--- src/hw/nbi_pkg.sv ---
package nbi_pkg;

    // register byte addresses on the apb port
    localparam int NBI_ADDR_W = 12;
    localparam logic [11:0] NBI_SA_ISR_OFS = 12'h0B0C;
    localparam logic [11:0] NBI_SA_IER_OFS = 12'h0B10;
    localparam logic [11:0] NBI_EXZ_SR_OFS = 12'h0B14;
    localparam logic [11:0] NBI_EXZ_ER_OFS = 12'h0B18;

    // sa interrupt status and enable share one bit layout
    localparam int NBI_SA6_ONES_BIT = 7;
    localparam int NBI_SA6_E_BIT = 6;
    localparam int NBI_SA6_C_BIT = 5;
    localparam int NBI_SA6_A_BIT = 4;
    localparam int NBI_SA6_8_BIT = 3;
    localparam int NBI_SA6_2X_BIT = 2;
    localparam int NBI_SA6_UNL_BIT = 1;
    localparam int NBI_SA6_ZERO_BIT = 0;
    localparam logic [7:0] NBI_SA6_UNL_MASK = 8'h02;

    // excessive zero status and enable layout
    localparam int NBI_NAT7_STATE_BIT = 5;
    localparam int NBI_NAT7_CHG_BIT = 1;
    localparam int NBI_ZRUN_CHG_BIT = 0;
    localparam logic [7:0] NBI_EXZ_STICKY_MASK = 8'h03;
    localparam logic [7:0] NBI_EXZ_ER_MASK = 8'h03;

    // national bit 6 patterns
    localparam logic [3:0] NBI_PAT_ONES = 4'hF;
    localparam logic [3:0] NBI_PAT_E = 4'hE;
    localparam logic [3:0] NBI_PAT_C = 4'hC;
    localparam logic [3:0] NBI_PAT_A = 4'hA;
    localparam logic [3:0] NBI_PAT_8 = 4'h8;
    localparam logic [3:0] NBI_PAT_2X = 4'h2;
    localparam logic [3:0] NBI_PAT_2X_MASK = 4'hE;
    localparam logic [3:0] NBI_PAT_ZERO = 4'h0;

    // values after reset
    localparam logic [7:0] NBI_REG_RST = 8'h00;
    localparam logic [31:0] NBI_RDATA_RST = 32'h0000_0000;
    localparam logic [2:0] NBI_VOTE_HIST_RST = 3'h7;

    // national bit 7 vote: zeros needed out of the window
    localparam int NBI_VOTE_DEPTH = 3;
    localparam int NBI_VOTE_MIN = 2;

    // apb slave phase
    typedef enum logic [1:0] {
        NBI_IDLE = 2'b01,
        NBI_ACC = 2'b10
    } nbi_apb_e;

endpackage

--- src/hw/nbi_vote.sv ---
`timescale 1ns/10ps
`default_nettype none
module nbi_vote
    import nbi_pkg::*;
#(
    parameter int DEPTH = NBI_VOTE_DEPTH,
    parameter int MIN_ZEROS = NBI_VOTE_MIN
) (
    // clock and reset
    input wire logic mclk,
    input wire logic rst_n,
    // received national bit 7 occurrences
    input wire logic bit_in,
    input wire logic bit_stb,
    // voted result
    output logic zero_ff
);

    logic [DEPTH-1:0] hist_ff;
    logic [DEPTH-1:0] nxt_hist;
    logic nxt_zero;

    // count zeros in a window; a loop so the depth can change freely
    function automatic int nbi_zeros(input logic [DEPTH-1:0] h);
        int n;
        n = 0;
        for (int i = 0; i < DEPTH; i++) begin
            if (!h[i]) begin
                n = n + 1;
            end
        end
        return n;
    endfunction

    // history starts all ones so reset never declares the state
    assign nxt_hist = {hist_ff[DEPTH-2:0], bit_in};
    assign nxt_zero = (nbi_zeros(nxt_hist) >= MIN_ZEROS);

    // only a strobe advances the window
    always_ff @(posedge mclk or negedge rst_n) begin
        if (!rst_n) begin
            hist_ff <= DEPTH'(NBI_VOTE_HIST_RST);
            zero_ff <= 1'b0;
        end else if (bit_stb) begin
            hist_ff <= nxt_hist;
            zero_ff <= nxt_zero;
        end
    end

endmodule
`default_nettype wire

--- src/hw/nbi_top.sv ---
// How it works
// enable bit 7 flags entering/leaving 1111
// enable bit 6 flags entering/leaving 1110
// enable bit 5 flags entering/leaving 1100
// enable bit 4 flags entering/leaving 1010
// enable bit 3 flags entering/leaving 1000
// enable bit 2 flags 001x, low bit ignored
// enable bit 1 flags unlisted pattern
// enable bit 0 flags entering/leaving 0000
// enable bits read/write, zero blocks interrupt
// state bit 5 set on 2-of-3 zeros
// status bit 1 on state set or cleared
// status bit 0 on zero-run change
// status bits stick until read, then clear
// sa6 status bits mirror enable positions
// interrupt high while enabled status set
`timescale 1ns/10ps
`default_nettype none
module nbi_top
    import nbi_pkg::*;
(
    // clock and reset
    input wire logic mclk,
    input wire logic rst_n,
    // apb slave
    input wire logic psel,
    input wire logic penable,
    input wire logic pwrite,
    input wire logic [NBI_ADDR_W-1:0] paddr,
    input wire logic [31:0] pwdata,
    output logic [31:0] prdata,
    output logic pready,
    output logic pslverr,
    // receive framer core, same clock
    input wire logic [3:0] sa6_dbn,
    input wire logic sa7_rx,
    input wire logic sa7_stb,
    input wire logic exz_cond,
    // interrupt
    output logic irq
);

    nbi_apb_e apb_st_ff;
    nbi_apb_e nxt_apb_st;
    logic [31:0] prdata_ff;
    logic pready_ff;
    logic pslverr_ff;
    logic irq_ff;
    logic nxt_irq;

    // register decode latched in setup for use at the access edge
    logic hit_sa_isr_ff;
    logic hit_sa_ier_ff;
    logic hit_exz_sr_ff;
    logic hit_exz_er_ff;
    logic dec_sa_isr;
    logic dec_sa_ier;
    logic dec_exz_sr;
    logic dec_exz_er;
    logic dec_any;
    logic setup;
    logic done;
    logic rd_done;
    logic wr_done;
    logic [31:0] rd_mux;

    // software registers
    logic [7:0] sa_isr_ff;
    logic [7:0] sa_ier_ff;
    logic [7:0] exz_sr_ff;
    logic [7:0] exz_er_ff;
    logic [7:0] nxt_sa_isr;
    logic [7:0] nxt_exz_sr;
    logic [7:0] sa_clr;
    logic [7:0] exz_clr;

    // event detection
    logic primed_ff;
    logic [7:0] sa6_prev_ff;
    logic [7:0] sa6_cls;
    logic [7:0] sa6_chg;
    logic nat7_zero_state;
    logic nat7_prev_ff;
    logic zrun_prev_ff;
    logic nat7_chg;
    logic zrun_chg;
    logic [7:0] exz_set;

    // map a debounced nibble onto the status bit layout
    function automatic logic [7:0] nbi_classify(input logic [3:0] v);
        logic [7:0] c;
        c = NBI_REG_RST;
        c[NBI_SA6_ONES_BIT] = (v == NBI_PAT_ONES);
        c[NBI_SA6_E_BIT] = (v == NBI_PAT_E);
        c[NBI_SA6_C_BIT] = (v == NBI_PAT_C);
        c[NBI_SA6_A_BIT] = (v == NBI_PAT_A);
        c[NBI_SA6_8_BIT] = (v == NBI_PAT_8);
        c[NBI_SA6_2X_BIT] = ((v & NBI_PAT_2X_MASK) == NBI_PAT_2X);
        c[NBI_SA6_ZERO_BIT] = (v == NBI_PAT_ZERO);
        c[NBI_SA6_UNL_BIT] = (c == NBI_REG_RST);
        return c;
    endfunction

    // decode one aligned word address
    function automatic logic nbi_hit(
        input logic [NBI_ADDR_W-1:0] a,
        input logic [NBI_ADDR_W-1:0] ofs
    );
        return (a == ofs);
    endfunction

    // outputs straight from flops
    assign prdata = prdata_ff;
    assign pready = pready_ff;
    assign pslverr = pslverr_ff;
    assign irq = irq_ff;

    // apb phase qualifiers
    assign setup = psel && !penable;
    assign done = psel && penable && pready_ff;
    assign rd_done = done && !pwrite;
    assign wr_done = done && pwrite;

    // address decode, unaligned addresses never match
    assign dec_sa_isr = nbi_hit(paddr, NBI_SA_ISR_OFS);
    assign dec_sa_ier = nbi_hit(paddr, NBI_SA_IER_OFS);
    assign dec_exz_sr = nbi_hit(paddr, NBI_EXZ_SR_OFS);
    assign dec_exz_er = nbi_hit(paddr, NBI_EXZ_ER_OFS);
    assign dec_any = dec_sa_isr | dec_sa_ier | dec_exz_sr | dec_exz_er;

    // read data, upper bits zero, reserved bits zero
    always_comb begin
        rd_mux = NBI_RDATA_RST;
        if (dec_sa_isr) begin
            rd_mux[7:0] = sa_isr_ff;
        end else if (dec_sa_ier) begin
            rd_mux[7:0] = sa_ier_ff;
        end else if (dec_exz_sr) begin
            rd_mux[7:0] = exz_sr_ff;
            rd_mux[NBI_NAT7_STATE_BIT] = nat7_zero_state;
        end else if (dec_exz_er) begin
            rd_mux[7:0] = exz_er_ff;
        end
    end

    // apb phase tracker: setup always answers in the next cycle
    always_comb begin
        nxt_apb_st = apb_st_ff;
        unique case (apb_st_ff)
            NBI_IDLE: begin
                if (setup) begin
                    nxt_apb_st = NBI_ACC;
                end
            end
            NBI_ACC: begin
                nxt_apb_st = NBI_IDLE;
            end
            default: begin
                nxt_apb_st = NBI_IDLE;
            end
        endcase
    end

    // state and ready; zero wait states keep the slave simple
    always_ff @(posedge mclk or negedge rst_n) begin
        if (!rst_n) begin
            apb_st_ff <= NBI_IDLE;
            pready_ff <= 1'b0;
        end else begin
            apb_st_ff <= nxt_apb_st;
            pready_ff <= (nxt_apb_st == NBI_ACC);
        end
    end

    // read data and error captured in setup, shown in access only;
    // cleared at the access edge so the bus reads zero between transfers
    always_ff @(posedge mclk or negedge rst_n) begin
        if (!rst_n) begin
            prdata_ff <= NBI_RDATA_RST;
            pslverr_ff <= 1'b0;
            hit_sa_isr_ff <= 1'b0;
            hit_sa_ier_ff <= 1'b0;
            hit_exz_sr_ff <= 1'b0;
            hit_exz_er_ff <= 1'b0;
        end else if (setup) begin
            prdata_ff <= pwrite ? NBI_RDATA_RST : rd_mux;
            pslverr_ff <= !dec_any;
            hit_sa_isr_ff <= dec_sa_isr;
            hit_sa_ier_ff <= dec_sa_ier;
            hit_exz_sr_ff <= dec_exz_sr;
            hit_exz_er_ff <= dec_exz_er;
        end else begin
            prdata_ff <= NBI_RDATA_RST;
            pslverr_ff <= 1'b0;
        end
    end

    // enable registers take write data at the access edge
    always_ff @(posedge mclk or negedge rst_n) begin
        if (!rst_n) begin
            sa_ier_ff <= NBI_REG_RST;
            exz_er_ff <= NBI_REG_RST;
        end else if (wr_done) begin
            if (hit_sa_ier_ff) begin
                sa_ier_ff <= pwdata[7:0];
            end
            if (hit_exz_er_ff) begin
                exz_er_ff <= pwdata[7:0] & NBI_EXZ_ER_MASK;
            end
        end
    end

    // the first cycle after reset only loads history, so a pattern
    // already present at reset does not look like a change
    always_ff @(posedge mclk or negedge rst_n) begin
        if (!rst_n) begin
            primed_ff <= 1'b0;
            sa6_prev_ff <= NBI_REG_RST;
            zrun_prev_ff <= 1'b0;
        end else begin
            primed_ff <= 1'b1;
            sa6_prev_ff <= sa6_cls;
            zrun_prev_ff <= exz_cond;
        end
    end

    // voter state starts undeclared, so its history needs no priming
    always_ff @(posedge mclk or negedge rst_n) begin
        if (!rst_n) begin
            nat7_prev_ff <= 1'b0;
        end else begin
            nat7_prev_ff <= nat7_zero_state;
        end
    end

    // national bit 7 two-of-three vote
    nbi_vote #(
        .DEPTH(NBI_VOTE_DEPTH),
        .MIN_ZEROS(NBI_VOTE_MIN)
    ) u_vote (
        .mclk(mclk),
        .rst_n(rst_n),
        .bit_in(sa7_rx),
        .bit_stb(sa7_stb),
        .zero_ff(nat7_zero_state)
    );

    // sa6 events: both edges for listed patterns, entry only for unlisted
    assign sa6_cls = nbi_classify(sa6_dbn);
    always_comb begin
        sa6_chg = NBI_REG_RST;
        if (primed_ff) begin
            sa6_chg = ((sa6_cls ^ sa6_prev_ff) & ~NBI_SA6_UNL_MASK)
                | (sa6_cls & ~sa6_prev_ff & NBI_SA6_UNL_MASK);
        end
    end

    // national bit 7 and zero-run change events
    assign nat7_chg = nat7_zero_state ^ nat7_prev_ff;
    assign zrun_chg = primed_ff && (exz_cond ^ zrun_prev_ff);
    always_comb begin
        exz_set = NBI_REG_RST;
        exz_set[NBI_NAT7_CHG_BIT] = nat7_chg;
        exz_set[NBI_ZRUN_CHG_BIT] = zrun_chg;
    end

    // a read clears only the bits it returned; a bit set after the
    // setup cycle survives the read and shows on the next one
    assign sa_clr = (rd_done && hit_sa_isr_ff) ? prdata_ff[7:0] : NBI_REG_RST;
    assign exz_clr = (rd_done && hit_exz_sr_ff) ?
        (prdata_ff[7:0] & NBI_EXZ_STICKY_MASK) : NBI_REG_RST;

    // sticky status, set wins over the read clear
    assign nxt_sa_isr = (sa_isr_ff & ~sa_clr) | sa6_chg;
    assign nxt_exz_sr = ((exz_sr_ff & ~exz_clr) | exz_set)
        & NBI_EXZ_STICKY_MASK;

    always_ff @(posedge mclk or negedge rst_n) begin
        if (!rst_n) begin
            sa_isr_ff <= NBI_REG_RST;
            exz_sr_ff <= NBI_REG_RST;
        end else begin
            sa_isr_ff <= nxt_sa_isr;
            exz_sr_ff <= nxt_exz_sr;
        end
    end

    // interrupt from current status, one flop behind it
    assign nxt_irq = (|(sa_isr_ff & sa_ier_ff))
        | (|(exz_sr_ff & exz_er_ff));

    always_ff @(posedge mclk or negedge rst_n) begin
        if (!rst_n) begin
            irq_ff <= 1'b0;
        end else begin
            irq_ff <= nxt_irq;
        end
    end

endmodule
`default_nettype wire

--- config.mk ---
export PLATFORM = sky130hd
export DESIGN_NAME = nbi_top
export DESIGN_NICKNAME = d
export VERILOG_FILES = /design/src/hw/nbi_pkg.sv /design/src/hw/nbi_vote.sv /design/src/hw/nbi_top.sv
export SDC_FILE = /design/constraint.sdc
export NUM_CORES = 1
export LEC_CHECK = 0
export BUFFER_PORTS_ARGS = -buffer_cell sky130_fd_sc_hd__buf_2
export CELL_PAD_IN_SITES_DETAIL_PLACEMENT = 0
export CELL_PAD_IN_SITES_GLOBAL_PLACEMENT = 2
export CORE_MARGIN = 5
export CORE_UTILIZATION = 32
export CTS_BUF_LIST = sky130_fd_sc_hd__clkbuf_4 sky130_fd_sc_hd__clkbuf_8 sky130_fd_sc_hd__clkbuf_16
export CTS_CLUSTER_DIAMETER = 100
export DETAILED_ROUTE_END_ITERATION = 10
export HOLD_SLACK_MARGIN = 0.03
export PLACE_DENSITY_LB_ADDON = 0.1
export RECOVER_POWER = 50
export SETUP_SLACK_MARGIN = 0.15
export SLEW_MARGIN = 20
export SYNTH_ARGS = -nofsm -noshare
export SYNTH_HDL_FRONTEND = slang
export SYNTH_SLANG_ARGS = --single-unit
--- constraint.sdc ---
create_clock -name mclk -period 3.1 [get_ports mclk]
set_input_delay 0.62 -clock mclk [delete_from_list [all_inputs] [get_ports mclk]]
set_output_delay 0.62 -clock mclk [all_outputs]
set_load 0.005 [all_outputs]
==> implementation parameters, run 1 <==
Parameter                              Value

STA
  Final-report max-slew violation count    0
  Final clock skew    0.0112 ns
  Final worst-path setup slack    1.19 ns
  Worst slew margin relative to its limit    16.8%
  Final hold vios    0
  Setup violation total in the final timing report    0
  Fmax    524 MHz
  Final period utilization    61.6%
  Worst-margin pin slew    1.25 ns
  Final min period    1.91 ns
  RSZ-0062 raised after global routing    false
  Setup TNS    0 ns

Cells and area
  Most frequent cells in the layout    sky130_fd_sc_hd__dfrtp_1 (48), sky130_fd_sc_hd__buf_2 (35), sky130_fd_sc_hd__conb_1 (25)
  Fraction of layout instances using a drive strength above 1    25.1%
  Diodes inserted    0
  Most common library cell in the layout ignoring fill and taps    sky130_fd_sc_hd__dfrtp_1
  Area growth from synthesis to final layout    12.8%
  Count of nets after finishing    312
  Number of standard cells in the layout, taps in and fillers out    354

Floorplanning
  Core area    0.00725 mm²
  Initial Util    32.8%
  Chip width    96.3 µm
  Rows    31
  Chip height    96.3 µm
  Area of the die    0.00927 mm²
  Number of top-level pins    91

Clock tree
  Sink count of the clock tree    51
  TritonCTS clock tree    built
  Clock H-tree levels    2
  Post-CTS Hold Fix Bufs    0
  Number of buffers added by the clock tree synthesis step    5
  Number of buffers inserted by post-CTS setup repair    0
  Master cell of the clock root buffer    sky130_fd_sc_hd__clkbuf_8
  # resized after CTS    0
  Clock insertion delay at the later pin of the skew report    0.30 ns
  Maximum clock insertion buffer count    2
  Clock slew at the register clock pins of the worst setup and hold paths    0.08 ns

Flow run
  Max capacitance violation total    0

Setup path
  Kind of critical path    input port to asynchronous set/reset pin
  Critical path data arrival time    2.26 ns
  Startpoint type of the worst setup path    input port
  Largest fanout of any net on the critical path    29
  Family with the most delay on the worst path    buffers and inverters
  Buf+Inv Stages, Crit Path    2
  Cell type of the slowest stage on the worst timing path    sky130_fd_sc_hd__clkbuf_1
  Cell Chain, Critical Path    clkbuf_1, clkbuf_2
  Critical path's largest stage delay    0.89 ns
  Type of element capturing the critical path    asynchronous set/reset pin
  Worst path required time    3.45 ns

Drt
  Antenna-violating nets left    0
  Drt first-iter violations    56
  Routed wire length per instance    14.6 µm
  Pre-Repair DR Iteration Count    4
  Vias after detailed routing    1606
  Detailed-route vias per instance    4.54
  Number of remaining DRC errors    0
  DRT Wirelength    5160 µm

GRT
  Global Route Usage Sum    11.8%
  Vias in the first global route    1590
  Global-route wire length before repair    8170 µm
  Pin count of the biggest net entering global routing    30
  Initial antenna violation count    0
  GR Overflow Total    0

Synthesis
  Count of state elements after synthesis    51
  Synthesized area    0.00238 mm²
  Number of distinct library cell variants in the gate-level netlist after synthesis    40
  YS warnings    0
  Portion of the post-synthesis area used by sequential elements    53.8%
  Post-synthesis cell count    210
  Avg Cell Area, Syn    11.3 µm²

Power
  Worst supply voltage drop on vdd    0.186 mV
  Power per cell area    452 mW/mm²
  Static power due to leakage    1.27 nW

Placement
  Port Buffers    42
  Routability cong.    0.754
  Post-Place Worst Slack    1.03 ns
  HPWL reported at the end of detailed placement    3900 µm
  Number of placed instances with taps included    346

Min path
  HP Class    register to register

Status
  Status    finished clean
-- power by group --
group          internal, mW  switching, mW
sequential            0.689         0.0168
combinational        0.0443         0.0615
clock                 0.189          0.212
-- through the flow --
step	utilization (%)	hold WS, ns	power [mW]	cell area [µm²]
2_1_floorplan	-	0.324	0.794	2470
3_3_place_gp	35.9	0.417	0.829	2600
3_5_place_dp	35.9	0.419	0.830	2600
4_1_cts	37.2	0.308	1.24	2700
5_1_grt	37.0	0.447	1.29	2690
6_report	37.0	0.432	1.21	2690
-- cell families after synthesis --
group	count (synthesis)	share of synthesized area, %
flops	51	53.8
buf+inv	34	9.46
mux	14	6.62
simple gates	60	13.2
xor+xnor	10	3.68
fa+ha+maj	2	1.05
other cells	2	0.315
compound gates	37	11.9
-- layout make-up --
| cell class | instances | area (µm²) |
|---|---|---|
| sequential | 51 | 1280 |
| fill | 799 | 4570 |
| inverter | 5 | 18.8 |
| multi-input combinational | 148 | 962 |
| tap | 99 | 124 |
| clock inverter | 1 | 5.00 |
| clock buffer | 7 | 90.1 |
| timing repair buffer | 43 | 206 |
-- state kept, by name, summed over array words and instances, names as in the netlist --
name,cells
apb_st_ff,2
exz_er_ff,2
exz_sr_ff,2
hit_exz_er_ff,1
hit_exz_sr_ff,1
hit_sa_ier_ff,1
hit_sa_isr_ff,1
irq,1
nat7_prev_ff,1
prdata,8
pready,1
primed_ff,1
pslverr,1
sa6_prev_ff,8
sa_ier_ff,8
sa_isr_ff,8
u_vote.hist_ff,2
u_vote.zero_ff,1
zrun_prev_ff,1
-- worst paths after layout --
| kind | from | endpoint | slack [ns] | cells after the start |
|---|---|---|---|---|
| setup / recovery | rst_n | u_vote.zero_ff | 1.19 | 2 |
| hold / removal | apb_st_ff[1] | pready | 0.43 | 1 |
| setup reg to reg | pready | sa_ier_ff[2] | 1.66 | 3 |
| hold reg to reg | apb_st_ff[1] | pready | 0.43 | 1 |
| max in group mclk | paddr[0] | prdata[0] | 1.33 | 5 |
| min in group asynchronous | rst_n | hit_sa_ier_ff | 0.56 | 1 |
-- synth_stat cells, drive strengths merged --
master	number	area, µm²
and4	1	8.76
o21ai	6	30.0
a221oi	1	8.76
clkbuf	3	11.3
xnor2	1	8.76
dfrtp	48	1200
or2	1	6.26
conb	2	7.51
and2	1	6.26
mux2	14	158
a2111oi	2	30.0
and4b	1	10.0
or4	1	11.3
o211ai	1	7.51
a22oi	9	67.6
inv	5	18.8
nand3	4	20.0
nor2	11	41.3
buf	26	195
nand2b	2	12.5
o31ai	1	7.51
xor2	9	78.8
a21oi	4	20.0
nor3b	5	37.5
nor4	2	18.8
a22o	10	87.6
dfstp	3	78.8
nand4	1	6.26
nor3	1	5.00
ha	2	25.0
o21a	2	15.0
nand3b	2	15.0
nor2b	4	25.0
and2b	1	7.51
nand2	22	82.6
a32o	1	10.0
-- metal layers --
| layer | up-vias | GRT usage [%] | wire length, µm |
|---|---|---|---|
| li1 | 771 | - | - |
| met3 | 2 | 3.13 | 282 |
| met5 | - | 0 | 0 |
| met2 | 42 | 17.8 | 2360 |
| met1 | 791 | 16.9 | 2480 |
| met4 | 0 | 2.84 | 36 |
Power figures use the tool's default switching activity.
==> inputs of run 2 (changes only) <==
--- a/config.mk
+++ b/config.mk
@@ -9,7 +9,7 @@
 export CELL_PAD_IN_SITES_DETAIL_PLACEMENT = 0
 export CELL_PAD_IN_SITES_GLOBAL_PLACEMENT = 2
 export CORE_MARGIN = 5
-export CORE_UTILIZATION = 32
+export CORE_UTILIZATION = 27
 export CTS_BUF_LIST = sky130_fd_sc_hd__clkbuf_4 sky130_fd_sc_hd__clkbuf_8 sky130_fd_sc_hd__clkbuf_16
 export CTS_CLUSTER_DIAMETER = 100
 export DETAILED_ROUTE_END_ITERATION = 10
==> constraint.sdc (replaced) <==
create_clock -name mclk -period 1.7 [get_ports mclk]
set_input_delay 0.34 -clock mclk [delete_from_list [all_inputs] [get_ports mclk]]
set_output_delay 0.34 -clock mclk [all_outputs]
set_load 0.005 [all_outputs]
==> run 2 against run 1 <==
Sequential power is 83% higher. Sequential share of layout area shrank 1.8 points. Total power increased by 95%. Setup slack worse by 0.94 ns.
==> implementation parameters, run 2 (synthesis results as in run 1) <==
Parameter                              Value

Status
  Status    finished clean

GRT
  Global-route wire length before repair    8830 µm
  Vias in the first global route    1653
  Global Route Usage Sum    10.2%
  Pin count of the biggest net entering global routing    52
  Initial antenna violation count    0
  GR Overflow Total    0

STA
  Setup violation total in the final timing report    0
  RSZ-0062 raised after global routing    false
  Fmax    692 MHz
  Final clock skew    0.00828 ns
  Final hold vios    0
  Final period utilization    85.0%
  Worst slew margin relative to its limit    53.5%
  Final worst-path setup slack    0.254 ns
  Final-report max-slew violation count    0
  Final min period    1.45 ns
  Worst-margin pin slew    0.698 ns
  Setup TNS    0 ns

Setup path
  Buf+Inv Stages, Crit Path    1
  Family with the most delay on the worst path    simple AND/OR/NAND/NOR gates
  Largest fanout of any net on the critical path    3
  Origin of the critical flop-to-flop path    pready
  Critical path data arrival time    1.63 ns
  Worst path required time    1.88 ns
  Count of cells along the worst register-to-register path    4
  Cell Chain, Critical Path    buf_2, nor4_2, nand3b_1, or4_4, a2111oi_2
  Reg-to-reg endpoint    sa_ier_ff[4]
  R2R Setup Slk    0.37 ns
  Type of element capturing the critical path    register
  Cell type of the slowest stage on the worst timing path    sky130_fd_sc_hd__or4_4
  Critical path's largest stage delay    0.54 ns
  Kind of critical path    input port to register
  Startpoint type of the worst setup path    input port

Power
  Static power due to leakage    1.32 nW
  Power per cell area    847 mW/mm²
  Worst supply voltage drop on vdd    0.300 mV

Drt
  Pre-Repair DR Iteration Count    4
  Drt first-iter violations    61
  Vias after detailed routing    1613
  DRT Wirelength    5460 µm
  Antenna-violating nets left    0
  Number of remaining DRC errors    0
  Routed wire length per instance    14.8 µm
  Detailed-route vias per instance    4.36

Clock tree
  Number of buffers added by the clock tree synthesis step    5
  Sink count of the clock tree    51
  Post-CTS Hold Fix Bufs    1
  Clock H-tree levels    2
  Master cell of the clock root buffer    sky130_fd_sc_hd__clkbuf_8
  Clock slew at the register clock pins of the worst setup and hold paths    0.09 ns
  Number of buffers inserted by post-CTS setup repair    0
  Maximum clock insertion buffer count    2
  TritonCTS clock tree    built
  # resized after CTS    0
  Clock insertion delay at the later pin of the skew report    0.30 ns

Min path
  HP Class    input port to register
  Worst hold endpoint    zrun_prev_ff
  Worst Hold Launch    exz_cond
  Hold Path Cell Cnt    1

Cells and area
  Fraction of layout instances using a drive strength above 1    28.2%
  Diodes inserted    0
  Count of nets after finishing    319
  Area growth from synthesis to final layout    17.2%
  Most common library cell in the layout ignoring fill and taps    sky130_fd_sc_hd__dfrtp_1
  Area of all placed cells without fillers    0.00279 mm²
  Most frequent cells in the layout    sky130_fd_sc_hd__dfrtp_1 (48), sky130_fd_sc_hd__buf_2 (39), sky130_fd_sc_hd__conb_1 (25)

Floorplanning
  Area of the die    0.0108 mm²
  Number of top-level pins    91
  Core area    0.00868 mm²
  Initial Util    27.4%
  Chip height    104 µm
  Chip width    104 µm
  Rows    34

Placement
  Post-Place Worst Slack    -0.0740 ns
  Routability cong.    0.704
  Port Buffers    42
  Post-Place Cell Area    0.00268 mm²
  HPWL reported at the end of detailed placement    4030 µm

Flow run
  Max capacitance violation total    0
-- run 2: worst reg2reg max path: cells and delay by family (launching register included) --
family,cells,cell delay [ns]
multiplexers,1,0.35
AND/OR/NAND/NOR,2,0.31
buffers and inverters,1,0.18
flip-flops,1,0.39
-- run 2: layout make-up --
cell class / count / area [µm²]
Clock inverter: 1 / 30.0
Clock buffer: 7 / 83.8
Fill cell: 916 / 5890
Multi-Input combinational cell: 148 / 962
Tap cell: 108 / 135
Inverter: 5 / 18.8
Sequential cell: 51 / 1280
Timing Repair Buffer: 50 / 282
-- run 2: worst max-delay path by stage --
stage	startpoint	endpoint	slack, ns	cells past startpoint
after floorplan	paddr[0]	prdata[0]	0.11	5
after global placement	paddr[0]	prdata[2]	-0.11	6
after detailed placement	paddr[0]	prdata[0]	-0.07	5
after CTS	paddr[0]	prdata[2]	0.24	6
after global routing	paddr[0]	prdata[2]	0.21	6
final	paddr[0]	prdata[0]	0.25	5
-- run 2: power by group --
| part | internal (mW) | switching, mW | leakage [nW] |
|---|---|---|---|
| clock network | 0.473 | 0.402 | 0.0593 |
| logic | 0.0881 | 0.114 | 0.630 |
| registers | 1.26 | 0.0314 | 0.634 |
| total | 1.82 | 0.547 | 1.32 |
-- run 2: layer usage --
layer,routed length (µm),GRT usage (%),up-vias
met1,2700,14.7,778
met3,303,2.36,5
met5,0,0,-
met2,2390,15.1,49
met4,66,3.33,0
li1,-,-,781
-- run 2: metrics by stage --
step | util (%) | hold slack [ns] | total power [mW] | instances
after floorplan | - | 0.0444 | 1.45 | 233
after global placement | 30.9 | 0.356 | 1.52 | 361
after detailed placement | 30.9 | 0.357 | 1.52 | 361
after CTS | 32.4 | 0.156 | 2.41 | 370
after global routing | 32.2 | 0.165 | 2.50 | 370
final | 32.2 | 0.168 | 2.37 | 370
==> inputs of run 3 (changes only) <==
--- a/config.mk
+++ b/config.mk
@@ -20,4 +20,5 @@
 export SLEW_MARGIN = 20
 export SYNTH_ARGS = -nofsm -noshare
 export SYNTH_HDL_FRONTEND = slang
+export SYNTH_HIERARCHICAL = 1
 export SYNTH_SLANG_ARGS = --single-unit
==> run 3 against run 2 <==
Via count up 1.3%. Synthesized cell count rose by 2.9%. Hold slack improved by 0.011 ns. Global-route usage increased by 0.36 points. Largest cell class unchanged. Largest power group unchanged. Highest routed layer unchanged.
==> implementation parameters, run 3 <==
Parameter                              Value

Drt
  Drt first-iter violations    41
  Number of remaining DRC errors    0
  Pre-Repair DR Iteration Count    4
  Routed wire length per instance    15.1 µm
  Detailed-route vias per instance    4.36
  Vias after detailed routing    1634
  DRT Wirelength    5680 µm
  Antenna-violating nets left    0

Clock tree
  Clock slew at the register clock pins of the worst setup and hold paths    0.09 ns
  # resized after CTS    0
  Number of buffers added by the clock tree synthesis step    5
  Maximum clock insertion buffer count    2
  Clock insertion delay at the later pin of the skew report    0.31 ns
  Master cell of the clock root buffer    sky130_fd_sc_hd__clkbuf_8
  Clock H-tree levels    2
  Sink count of the clock tree    51
  TritonCTS clock tree    built

Placement
  HPWL reported at the end of detailed placement    4160 µm
  Port Buffers    42
  Routability cong.    0.691

Synthesis
  Post-synthesis cell count    216
  Number of distinct library cell variants in the gate-level netlist after synthesis    42
  Area contributors post-synth    sky130_fd_sc_hd__dfrtp_1 (49%), sky130_fd_sc_hd__buf_4 (7.4%), sky130_fd_sc_hd__mux2_1 (6.0%)
  Portion of the post-synthesis area used by sequential elements    52.7%
  Synthesized area    0.00243 mm²
  Async set or reset register ratio after synthesis    100%
  Count of state elements after synthesis    51
  Cell type with the highest aggregate area in the netlist    sky130_fd_sc_hd__dfrtp_1
  Leading cell type by number of instances after synthesis    sky130_fd_sc_hd__dfrtp_1
  YS warnings    6
  Ys flop type    sky130_fd_sc_hd__dfrtp_1
  Commonest cells in the netlist    sky130_fd_sc_hd__dfrtp_1 (48), sky130_fd_sc_hd__buf_4 (24), sky130_fd_sc_hd__nand2_1 (21)
  Share of the synthesized area in the top cell type    49.5%
  Number of flops mapped to enable cells by yosys    0
  Avg Cell Area, Syn    11.2 µm²

Status
  Status    finished clean

STA
  Setup violation total in the final timing report    0
  Final min period    1.33 ns
  Final hold vios    0
  RSZ-0062 raised after global routing    false
  Final-report max-slew violation count    0
  Worst-margin pin slew    0.549 ns
  Worst hold margin    0.179 ns
  Worst slew margin relative to its limit    63.4%
  Setup TNS    0 ns
  Final period utilization    78.1%
  Final clock skew    0.0125 ns
  Fmax    753 MHz

Cells and area
  Area used by multi-input combinational logic    990 µm²
  Area growth from synthesis to final layout    15.2%
  Core occupancy in the finished layout    31.9%
  Fraction of layout instances using a drive strength above 1    21.7%
  Count of nets after finishing    324
  Diodes inserted    0
  Most frequent cells in the layout    sky130_fd_sc_hd__dfrtp_1 (48), sky130_fd_sc_hd__buf_2 (40), sky130_fd_sc_hd__conb_1 (25)
  Most common library cell in the layout ignoring fill and taps    sky130_fd_sc_hd__dfrtp_1
  Total of fill cells in the finished design    927
  Storage cell area    0.00128 mm²

Floorplanning
  Chip height    105 µm
  Area of the die    0.0110 mm²
  Initial Util    27.7%
  Rows    34
  Core area    0.00876 mm²
  Number of top-level pins    91
  Chip width    105 µm

Min path
  Worst hold endpoint    zrun_prev_ff
  Hold Path Cell Cnt    1
  Worst Hold Launch    exz_cond
  HP Class    input port to register

Setup path
  Startpoint type of the worst setup path    register
  Worst path required time    1.91 ns
  R2R Setup Slk    0.37 ns
  Largest fanout of any net on the critical path    10
  Count of cells along the worst register-to-register path    4
  Type of element capturing the critical path    register
  Critical path data arrival time    1.54 ns
  Reg-to-reg endpoint    sa_isr_ff[1]
  Origin of the critical flop-to-flop path    pready
  Kind of critical path    register to register

GRT
  Global Route Usage Sum    10.6%
  Pin count of the biggest net entering global routing    24
  GR Overflow Total    0
  Initial antenna violation count    0
  Global-route wire length before repair    9240 µm
  Vias in the first global route    1691

Power
  Worst supply voltage drop on vdd    0.320 mV
  Post-layout power    2.38 mW
  Power per cell area    850 mW/mm²
  Static power due to leakage    1.27 nW

Flow run
  Max capacitance violation total    0
## run 3: cell families after synthesis
group | share of synthesized area (%)
flip-flops | 52.7
other | 0.309
XOR/XNOR | 3.25
AND/OR/NAND/NOR | 16.9
adder cells (fa/ha/maj) | 1.03
multiplexers | 6.65
buffers and inverters | 8.76
AO/OA/AOI/OAI | 10.4
## run 3: where the power goes
part | switching [mW] | total (mW) | internal [mW]
registers | 0.0267 | 1.28 | 1.26
clock network | 0.410 | 0.887 | 0.477
logic | 0.120 | 0.210 | 0.0899
## run 3: worst max-delay path by stage
stage	depth (start not counted)	start	slack (ns)	to
2_1_floorplan	3	pready	0.50	sa_ier_ff[0]
3_3_place_gp	4	penable	0.29	sa_ier_ff[6]
3_5_place_dp	4	paddr[4]	0.27	prdata[6]
4_1_cts	3	pready	0.35	sa_ier_ff[6]
5_1_grt	4	pready	0.25	sa_isr_ff[1]
6_report	4	pready	0.37	sa_isr_ff[1]
## run 3: cell type report
type                            instances  share of cell area [%]
Tap cell                              108                    4.83
Clock buffer                            6                    2.95
Multi-Input combinational cell        156                    35.4
Inverter                                5                   0.671
Sequential cell                        51                    45.8
Timing Repair Buffer                   47                    9.17
Clock inverter                          2                    1.25
## run 3: metrics by stage
step,instances,cell area (µm²),worst slack [ns]
floorplan,239,2510,0.505
global placement,366,2710,0.287
detailed placement,366,2710,0.269
CTS,375,2840,0.353
global route,375,2800,0.250
finish,375,2800,0.371
## run 3: worst max-delay path: stages (launching register included)
cell,delay [ns]
sky130_fd_sc_hd__dfrtp_1,0.40
sky130_fd_sc_hd__nand4b_1,0.10
sky130_fd_sc_hd__clkbuf_1,0.44
sky130_fd_sc_hd__o21ai_0,0.20
sky130_fd_sc_hd__o31ai_1,0.09
## run 3: layer usage
metal | vias to the layer above | wire (µm) | track usage, %
met4 | 0 | 88 | 3.56
met3 | 6 | 338 | 2.77
met1 | 772 | 2790 | 15.1
met5 | - | 0 | 0
li1 | 804 | - | -
met2 | 52 | 2460 | 15.5
## run 3: what timing repair did
item / CTS / global route
buffers inserted: 0 / 0
hold buffers: 1 / 0
endpoints found under the hold margin: 17 / 0
